<file path="config.mk">
export PLATFORM = sky130hd
export DESIGN_NAME = scdp_data_path
export DESIGN_NICKNAME = d
export VERILOG_FILES = /design/src/scdp_pkg.sv /design/src/scdp_data_path.sv
export VERILOG_INCLUDE_DIRS = /design/src /design/src/src
export SDC_FILE = /design/constraint.sdc
export NUM_CORES = 1
export LEC_CHECK = 0
export BUFFER_PORTS_ARGS = -buffer_cell sky130_fd_sc_hd__buf_2
export CORE_ASPECT_RATIO = 1.5
export CORE_MARGIN = 3
export CORE_UTILIZATION = 40
export CTS_CLUSTER_DIAMETER = 150
export DETAILED_ROUTE_END_ITERATION = 8
export SYNTH_ARGS = -nofsm -noshare
export SYNTH_HDL_FRONTEND = slang
export SYNTH_SLANG_ARGS = --single-unit
</file>
<file path="constraint.sdc">
create_clock -name i_clk -period 5.2 [get_ports i_clk]
set_input_delay 0.78 -clock i_clk [delete_from_list [all_inputs] [get_ports i_clk]]
set_output_delay 0.78 -clock i_clk [all_outputs]
set_load 0.05 [all_outputs]
</file>
<file path="src/scdp_params.svh">
// Operation
// - data registers answer the host at any moment, whatever the serial machines do
// - writing transmit byte pushes byte plus transmit flags as one transmit FIFO entry; the write is dropped while the FIFO is full
// - transmit byte register is write only; reads return zero
// - in multidrop mode the pushed address marker is sent as marker bit
// - in software parity mode the pushed parity bit replaces computed parity
// - in nine-bit mode the pushed ninth bit is sent as data MSB
// - receive character register always shows the oldest received character
// - received character right justified, bits above character length read zero
// - first character into an empty receive path is readable at once
// - reading receive character advances FIFO to next character and its flags
// - internal clock is input clock, or input halved when halving selected
// - receive flags hold the ninth bit, zero for characters under nine bits
// - each FIFO occupancy reported as three-bit count from zero to four
// - while receive FIFO is locked, new characters are discarded
`ifndef SCDP_PARAMS_SVH
`define SCDP_PARAMS_SVH

// ----------------------------------------
// register offsets
// ----------------------------------------
`define SCDP_AW           3
`define SCDP_OFS_TXB      3'h0
`define SCDP_OFS_TXF      3'h1
`define SCDP_OFS_RXC      3'h2
`define SCDP_OFS_RXF      3'h3
`define SCDP_OFS_FLR      3'h4
`define SCDP_OFS_CFG      3'h5
`define SCDP_OFS_CMD      3'h6

// ----------------------------------------
// field positions
// ----------------------------------------
`define SCDP_TXF_NINTH    0
`define SCDP_TXF_PARITY   1
`define SCDP_TXF_MARKER   2
`define SCDP_CFG_LEN_LO   0
`define SCDP_CFG_LEN_HI   2
`define SCDP_CFG_SWPAR    3
`define SCDP_CFG_MDROP    4
`define SCDP_CFG_HALVE    5
`define SCDP_CMD_LOCK     0
`define SCDP_CMD_UNLOCK   1
`define SCDP_CMD_FLUSH_RX 2
`define SCDP_CMD_FLUSH_TX 3

// ----------------------------------------
// reset values and depths
// ----------------------------------------
`define SCDP_TXF_RST      8'h00
`define SCDP_CFG_RST      8'h03
`define SCDP_DEPTH        3'h4
`define SCDP_LEN9_CODE    3'h4

`endif

</file>
<file path="src/scdp_pkg.sv">
package scdp_pkg;

  // transmit FIFO entry
  typedef struct packed {
    logic       marker;
    logic       parity;
    logic [8:0] data;
  } scdp_tx_ent_t;

  // receive FIFO entry: status flags above the character
  typedef struct packed {
    logic [6:0] stat;
    logic [8:0] data;
  } scdp_rx_ent_t;

  // register bus request
  typedef struct packed {
    logic       wr;
    logic       rd;
    logic [2:0] addr;
    logic [7:0] wdata;
  } scdp_bus_t;

  // whole module state
  typedef struct packed {
    scdp_tx_ent_t [3:0] tx_mem;
    logic [1:0]         tx_wp;
    logic [1:0]         tx_rp;
    logic [2:0]         tx_cnt;
    scdp_rx_ent_t [3:0] rx_mem;
    logic [1:0]         rx_wp;
    logic [1:0]         rx_rp;
    logic [2:0]         rx_cnt;
    logic [7:0]         transmit_extra_bits;
    logic [7:0]         cfg;
    logic               lock;
    logic               div;
    logic               sys_en;
    logic [7:0]         rdata;
    logic               tx_valid;
    scdp_tx_ent_t       tx_head;
    logic               rx_drop;
  } scdp_state_t;

endpackage

</file>
<file path="src/scdp_data_path.sv">
`timescale 1ns/100ps
`include "scdp_params.svh"

module scdp_data_path
  import scdp_pkg::*;
(
  input  wire logic               i_clk,
  input  wire logic               i_sys_rst,
  input  wire logic [2:0]         i_addr,
  input  wire logic [7:0]         i_wdata,
  input  wire logic               i_wr,
  input  wire logic               i_rd,
  output      logic [7:0]         o_rdata,
  input  wire logic               i_tx_take,
  output      logic               o_tx_valid,
  output      scdp_tx_ent_t       o_tx_entry,
  input  wire logic               i_rx_valid,
  input  wire logic [8:0]         i_rx_char,
  input  wire logic [6:0]         i_rx_stat,
  output      logic               o_rx_drop,
  output      logic               o_sys_clk_en
);

  // ----------------------------------------
  // helpers
  // ----------------------------------------

  // mask of valid data bits for a length code (0 = 5 bits .. 4 = 9 bits)
  function automatic logic [8:0] len_mask(input logic [2:0] code);
    logic [8:0] m;
    m = 9'h1ff;
    if (code < `SCDP_LEN9_CODE) begin
      m = 9'h1ff >> (3'h4 - code);
    end
    return m;
  endfunction

  // character length code held in the configuration byte
  function automatic logic [2:0] len_code_of(input logic [7:0] cfg);
    logic [2:0] code;
    code = cfg[`SCDP_CFG_LEN_HI:`SCDP_CFG_LEN_LO];
    return code;
  endfunction

  // strobe aimed at one register offset
  function automatic logic reg_hit(input logic       strobe,
                                   input logic [2:0] addr,
                                   input logic [2:0] ofs);
    logic hit;
    hit = strobe && (addr == ofs);
    return hit;
  endfunction

  // ring holds no entry
  function automatic logic fifo_empty(input logic [2:0] cnt);
    logic empty;
    empty = (cnt == 3'h0);
    return empty;
  endfunction

  // ring holds all four entries
  function automatic logic fifo_full(input logic [2:0] cnt);
    logic full;
    full = (cnt == `SCDP_DEPTH);
    return full;
  endfunction

  // ring pointer step, wraps over four slots
  function automatic logic [1:0] ptr_step(input logic [1:0] ptr,
                                          input logic       adv);
    logic [1:0] p;
    p = ptr;
    if (adv) begin
      p = ptr + 2'h1;
    end
    return p;
  endfunction

  // occupancy after one optional push and one optional pop
  function automatic logic [2:0] cnt_step(input logic [2:0] cnt,
                                          input logic       inc,
                                          input logic       dec);
    logic [2:0] c;
    c = cnt;
    if (inc && !dec) begin
      c = cnt + 3'h1;
    end
    if (dec && !inc) begin
      c = cnt - 3'h1;
    end
    return c;
  endfunction

  // transmit entry from byte, flags and the modes in force at push time
  function automatic scdp_tx_ent_t tx_pack(input logic [7:0] byte_in,
                                           input logic [7:0] flags,
                                           input logic [7:0] cfg);
    scdp_tx_ent_t e;
    logic [2:0]   code;
    code     = len_code_of(cfg);
    e.data   = {flags[`SCDP_TXF_NINTH] && (code >= `SCDP_LEN9_CODE), byte_in} & len_mask(code);
    e.parity = flags[`SCDP_TXF_PARITY] && cfg[`SCDP_CFG_SWPAR];
    e.marker = flags[`SCDP_TXF_MARKER] && cfg[`SCDP_CFG_MDROP];
    return e;
  endfunction

  // presented receive character, zero while nothing is held
  function automatic logic [7:0] rx_head_char(input scdp_state_t st);
    logic [7:0] c;
    c = 8'h00;
    if (!fifo_empty(st.rx_cnt)) begin
      c = st.rx_mem[st.rx_rp].data[7:0];
    end
    return c;
  endfunction

  // presented receive flags, status above the ninth bit
  function automatic logic [7:0] rx_head_flags(input scdp_state_t st);
    logic [7:0] f;
    f = 8'h00;
    if (!fifo_empty(st.rx_cnt)) begin
      f = {st.rx_mem[st.rx_rp].stat, st.rx_mem[st.rx_rp].data[8]};
    end
    return f;
  endfunction

  // occupancy byte, transmit count high, receive count low
  function automatic logic [7:0] flr_pack(input logic [2:0] tx_cnt,
                                          input logic [2:0] rx_cnt);
    logic [7:0] f;
    f = {1'b0, tx_cnt, 1'b0, rx_cnt};
    return f;
  endfunction

  // read data for one offset, zero for write-only and unmapped offsets
  function automatic logic [7:0] read_mux(input scdp_state_t st,
                                          input logic [2:0]  addr);
    logic [7:0] d;
    d = 8'h00;
    case (addr)
      `SCDP_OFS_TXB: begin
        d = 8'h00;
      end
      `SCDP_OFS_TXF: begin
        d = st.transmit_extra_bits;
      end
      `SCDP_OFS_RXC: begin
        d = rx_head_char(st);
      end
      `SCDP_OFS_RXF: begin
        d = rx_head_flags(st);
      end
      `SCDP_OFS_FLR: begin
        d = flr_pack(st.tx_cnt, st.rx_cnt);
      end
      `SCDP_OFS_CFG: begin
        d = st.cfg;
      end
      default: begin
        d = 8'h00;
      end
    endcase
    return d;
  endfunction

  // ----------------------------------------
  // state
  // ----------------------------------------
  scdp_state_t s_r;
  scdp_state_t s_nxt;
  scdp_bus_t   bus;

  logic [2:0]  len_code;
  logic        tx_push;
  logic        tx_pop;
  logic        rx_in;
  logic        rx_push;
  logic        rx_pop;
  logic        rxc_sel;
  logic        cmd_sel;
  logic [8:0]  rx_clean;
  logic        lock_set;
  logic        lock_clr;
  logic        flush_rx;
  logic        flush_tx;

  assign bus = '{wr: i_wr, rd: i_rd, addr: i_addr, wdata: i_wdata};

  // decode of strobes and handshakes
  always_comb begin
    len_code = len_code_of(s_r.cfg);
    rxc_sel  = reg_hit(bus.rd, bus.addr, `SCDP_OFS_RXC);
    cmd_sel  = reg_hit(bus.wr, bus.addr, `SCDP_OFS_CMD);
    lock_set = cmd_sel && bus.wdata[`SCDP_CMD_LOCK];
    lock_clr = cmd_sel && bus.wdata[`SCDP_CMD_UNLOCK];
    flush_rx = cmd_sel && bus.wdata[`SCDP_CMD_FLUSH_RX];
    flush_tx = cmd_sel && bus.wdata[`SCDP_CMD_FLUSH_TX];
    tx_push  = reg_hit(bus.wr, bus.addr, `SCDP_OFS_TXB) && !fifo_full(s_r.tx_cnt);
    tx_pop   = s_r.sys_en && i_tx_take && !fifo_empty(s_r.tx_cnt);
    rx_in    = s_r.sys_en && i_rx_valid;
    rx_push  = rx_in && !s_r.lock && !fifo_full(s_r.rx_cnt);
    rx_pop   = rxc_sel && !fifo_empty(s_r.rx_cnt);
    rx_clean = i_rx_char & len_mask(len_code);
  end

  // ----------------------------------------
  // next state
  // ----------------------------------------
  always_comb begin
    s_nxt       = s_r;
    s_nxt.rdata = 8'h00;

    // clock source: every cycle, or every second cycle when halved
    if (s_r.cfg[`SCDP_CFG_HALVE]) begin
      s_nxt.div    = ~s_r.div;
      s_nxt.sys_en = ~s_r.div;
    end else begin
      s_nxt.div    = 1'b0;
      s_nxt.sys_en = 1'b1;
    end

    // register writes, never stalled by the serial side
    if (bus.wr) begin
      case (bus.addr)
        `SCDP_OFS_TXF: begin
          s_nxt.transmit_extra_bits = bus.wdata;
        end
        `SCDP_OFS_CFG: begin
          s_nxt.cfg = bus.wdata;
        end
        default: begin
          s_nxt.cfg = s_r.cfg;
        end
      endcase
    end

    // lock and unlock of the receive write path
    if (lock_set) begin
      s_nxt.lock = 1'b1;
    end
    if (lock_clr) begin
      s_nxt.lock = 1'b0;
    end

    // register reads, answered in the next cycle
    if (bus.rd) begin
      s_nxt.rdata = read_mux(s_r, bus.addr);
    end

    // transmit FIFO: byte with mode-qualified flags
    if (tx_push) begin
      s_nxt.tx_mem[s_r.tx_wp] = tx_pack(bus.wdata, s_r.transmit_extra_bits, s_r.cfg);
    end
    // pointers and count of the transmit ring
    s_nxt.tx_wp  = ptr_step(s_r.tx_wp, tx_push);
    s_nxt.tx_rp  = ptr_step(s_r.tx_rp, tx_pop);
    s_nxt.tx_cnt = cnt_step(s_r.tx_cnt, tx_push, tx_pop);

    // receive FIFO: head is the presented character
    if (rx_push) begin
      s_nxt.rx_mem[s_r.rx_wp].data = rx_clean;
      s_nxt.rx_mem[s_r.rx_wp].stat = i_rx_stat;
    end
    // pointers and count of the receive ring
    s_nxt.rx_wp   = ptr_step(s_r.rx_wp, rx_push);
    s_nxt.rx_rp   = ptr_step(s_r.rx_rp, rx_pop);
    s_nxt.rx_cnt  = cnt_step(s_r.rx_cnt, rx_push, rx_pop);
    s_nxt.rx_drop = rx_in && !rx_push;

    // flush commands override the pointers
    if (flush_tx) begin
      s_nxt.tx_wp  = 2'h0;
      s_nxt.tx_rp  = 2'h0;
      s_nxt.tx_cnt = 3'h0;
    end
    if (flush_rx) begin
      s_nxt.rx_wp  = 2'h0;
      s_nxt.rx_rp  = 2'h0;
      s_nxt.rx_cnt = 3'h0;
    end

    // transmit head as seen by the serial machine next cycle
    s_nxt.tx_valid = !fifo_empty(s_nxt.tx_cnt);
    s_nxt.tx_head  = s_nxt.tx_mem[s_nxt.tx_rp];
  end

  // ----------------------------------------
  // state register
  // ----------------------------------------
  always_ff @(posedge i_clk or posedge i_sys_rst) begin
    if (i_sys_rst) begin
      s_r        <= '0;
      s_r.transmit_extra_bits    <= `SCDP_TXF_RST;
      s_r.cfg    <= `SCDP_CFG_RST;
      s_r.sys_en <= 1'b1;
    end else begin
      s_r <= s_nxt;
    end
  end

  // outputs straight from the state flops
  assign o_rdata      = s_r.rdata;
  assign o_tx_valid   = s_r.tx_valid;
  assign o_tx_entry   = s_r.tx_head;
  assign o_rx_drop    = s_r.rx_drop;
  assign o_sys_clk_en = s_r.sys_en;

endmodule

</file>
==> reports/results.tsv <==
metric	value	unit
GR Overflow Total	0	
die width	119.1	um
post-synth net total	666	
power share of the sequential group	0.408	
number of design-rule violations left by the first detailed-router iteration	293	
master cell of the clock root buffer	sky130_fd_sc_hd__clkbuf_16	
post-synthesis sequential element count	162	
final worst slack	2392	ps
outcome	completed	
critical path fanouts, max	13	
number of vias per cell after detailed routing	5.204	
Clk pwr share	0.259	
worst setup slack for register-to-register paths	2390	ps
CTS Buf Count	17	
mean instance size in the synthesized netlist	12.47	um^2
Layout Skew	8.943	ps
Top-Level Pins	55	
category of the worst setup path launch point	register	
global routing usage summed across all routing layers	0.1682	
required time worst endpoint	5500	ps
count of unresolved DRC violations after routing	0	
count of flip-flops with a built-in enable after synthesis	0	
number of buffers added for setup after CTS	0	
worst vdd ir	0.2654	mV
unrepaired setup endpoints after global routing	false	
finished layout cell area	8597	um^2
Core Region	18700	um^2
number of levels in the clock H-tree	4	
weighted congestion reported at the end of routability-driven placement	0.7939	
antenna violations before repair	0	
LEAKAGE	0.004077	uW
startpoint of the worst-slack reg-to-reg timing path	s_r[111]	
count of cell types in the netlist	53	
number of nets at the end of the flow	694	
clock tree from TritonCTS	built	
internal power	3311	uW
number of cells on the worst reg-to-reg path	8	
top library cells by usage in the layout, fill and taps aside	sky130_fd_sc_hd__dfrtp_1 (159), sky130_fd_sc_hd__mux2_2 (91), sky130_fd_sc_hd__buf_2 (54)	
timing-limited maximum frequency	356.1	MHz
site row count	61	
starting density of the core	0.4108	
Crit Reg-Reg Endpoint	o_tx_entry[7]	
hold violation count in the final report	0	
final setup TNS	0	ps
class of the most critical hold timing path	input pin to asynchronous set/reset pin	
port buffer count	54	
Layout area overhead	11.92	%
switching power	1751	uW
hold_buf cts	0	
Combinational Power Share	0.333	
maximum number of pins on one net before global-route repair	59	
type of element capturing the critical path	register	
post-placement worst setup slack	2223	ps
fraction of registers with async set or reset after synthesis	1.000	
clk sink count	162	
Synth Flop Type	sky130_fd_sc_hd__dfrtp_1	
ratio of final minimum period to clock period	0.5400	
post-DP HPWL	12.01	mm
DRT antenna net count	0	
worst path arrival time	3110	ps
final setup vio count	0	
minimum clock period after layout	2808	ps
max-slew headroom at the worst pin	0.3007	
Pwr per Cell Area	588.8	nW/um^2
wire length of the first global-routing pass	27.21	mm
Cells after DPL	877	
Die Outline Area	20940	um^2
Syn Std Cell Area	7681	um^2
number of non-filler instances in the completed layout	910	
routed length per instance	18.65	um
Clock Latency Late Sink	420	ps
final wirelength	16.97	mm
clk buf depth	2	
count of synthesis-stage warnings from yosys	0	
leading cell type in the layout, fill and taps excluded	sky130_fd_sc_hd__dfrtp_1	
placed standard-cell area	7978	um^2
switching part of the total power	0.3459	
category of the critical setup timing path	register to register	
sequential element share of the synthesized area	0.5283	
share of cells above drive strength 1	0.3196	
Final Max Tran Viols	0	
count of cells resized by post-cts repair	0	
Tightest Pin Transition	1049	ps
max-cap viol count	0	
Die Height	175.7	um
vias post-DR	4736	
via count of the first global-routing pass	5081	
1st-pass router iterations	4	
clock transition at the register clock pins on the worst setup and hold paths after CTS	70	ps
number of instances in the synthesized netlist	616	
worst max-delay path, stage by stage (launching register included):
cell	delay (ps)
sky130_fd_sc_hd__dfrtp_1	440
sky130_fd_sc_hd__inv_1	90
sky130_fd_sc_hd__ha_1	230
sky130_fd_sc_hd__nor2b_2	200
sky130_fd_sc_hd__o31a_1	270
sky130_fd_sc_hd__o21ai_2	550
sky130_fd_sc_hd__inv_1	480
sky130_fd_sc_hd__nor3_1	330
sky130_fd_sc_hd__nor4_1	100
Yosys cell counts, drive strengths merged (6+ instances only):
cell type | number | share of area
dfrtp | 159 | 0.52
clkbuf | 7 | 0.0034
mux2i | 41 | 0.053
nor3 | 21 | 0.015
buf | 40 | 0.037
inv | 28 | 0.014
o21ai | 41 | 0.029
xnor2 | 8 | 0.0091
nand3 | 7 | 0.0046
nor2 | 27 | 0.013
nand2 | 48 | 0.024
and2 | 6 | 0.0049
o22a | 7 | 0.0080
mux4 | 16 | 0.047
ha | 16 | 0.026
mux2 | 91 | 0.13
a21oi | 8 | 0.0052
registers in the layout, indices dropped and copies added, names as in the netlist:
name          cells
s_r             137
o_tx_valid        1
o_rx_drop         1
o_rdata           8
len_code          3
o_sys_clk_en      1
o_tx_entry       11
worst max path at each step:
stage | start | endpoint | depth (start not counted)
2_1_floorplan | i_sys_rst | len_code[2] | 1
3_3_place_gp | i_rx_valid | s_r[74] | 5
3_5_place_dp | i_tx_take | o_tx_entry[7] | 7
4_1_cts | s_r[112] | o_tx_entry[7] | 8
5_1_grt | s_r[111] | o_tx_entry[7] | 8
6_report | s_r[111] | o_tx_entry[7] | 8
cell families after synthesis:
family,Yosys count,share of synthesized area
XOR/XNOR,8,0.009122
buffers and inverters,75,0.05424
AO/OA/AOI/OAI,77,0.06467
AND/OR/NAND/NOR,129,0.08129
multiplexers,148,0.2338
adder cells (fa/ha/maj),17,0.02867
flip-flops,162,0.5283
metal layers:
layer	track usage	wire length, um	share of wire	up-vias
li1	-	-	-	2205
met1	0.1957	6867	0.40	2415
met2	0.3022	9248	0.54	89
met3	0.03512	460	0.027	27
met4	0.06380	398	0.023	0
met5	0	0	0	-
cell type report:
class                      instances  area [um^2]
multi-input combinational        379         3207
clock buffer                      19        442.9
sequential                       162         4058
timing repair buffer              56        285.3
clock inverter                    13        173.9
fill                            1691        10100
antenna                            1        2.502
tap                              252        315.3
inverter                          28        112.6
power groups by stage:
stage | Sequential, uW | Clock, uW | Combinational (uW)
2_1_floorplan | 1950 | 0 | 1490
3_3_place_gp | 2050 | 0 | 1640
3_5_place_dp | 2090 | 0 | 1700
4_1_cts | 2070 | 1340 | 1710
5_1_grt | 2120 | 1400 | 1840
6_report | 2070 | 1310 | 1680
per-stage QoR:
step,utilization,hold slack (ps),total power [uW]
after floorplan,-,376.0,3439
after global placement,0.4266,387.5,3688
after detailed placement,0.4266,403.2,3785
after CTS,0.4596,397.1,5111
after global routing,0.4596,412.0,5367
final,0.4598,393.8,5062
No activity file was read; power rests on OpenSTA's default activity.
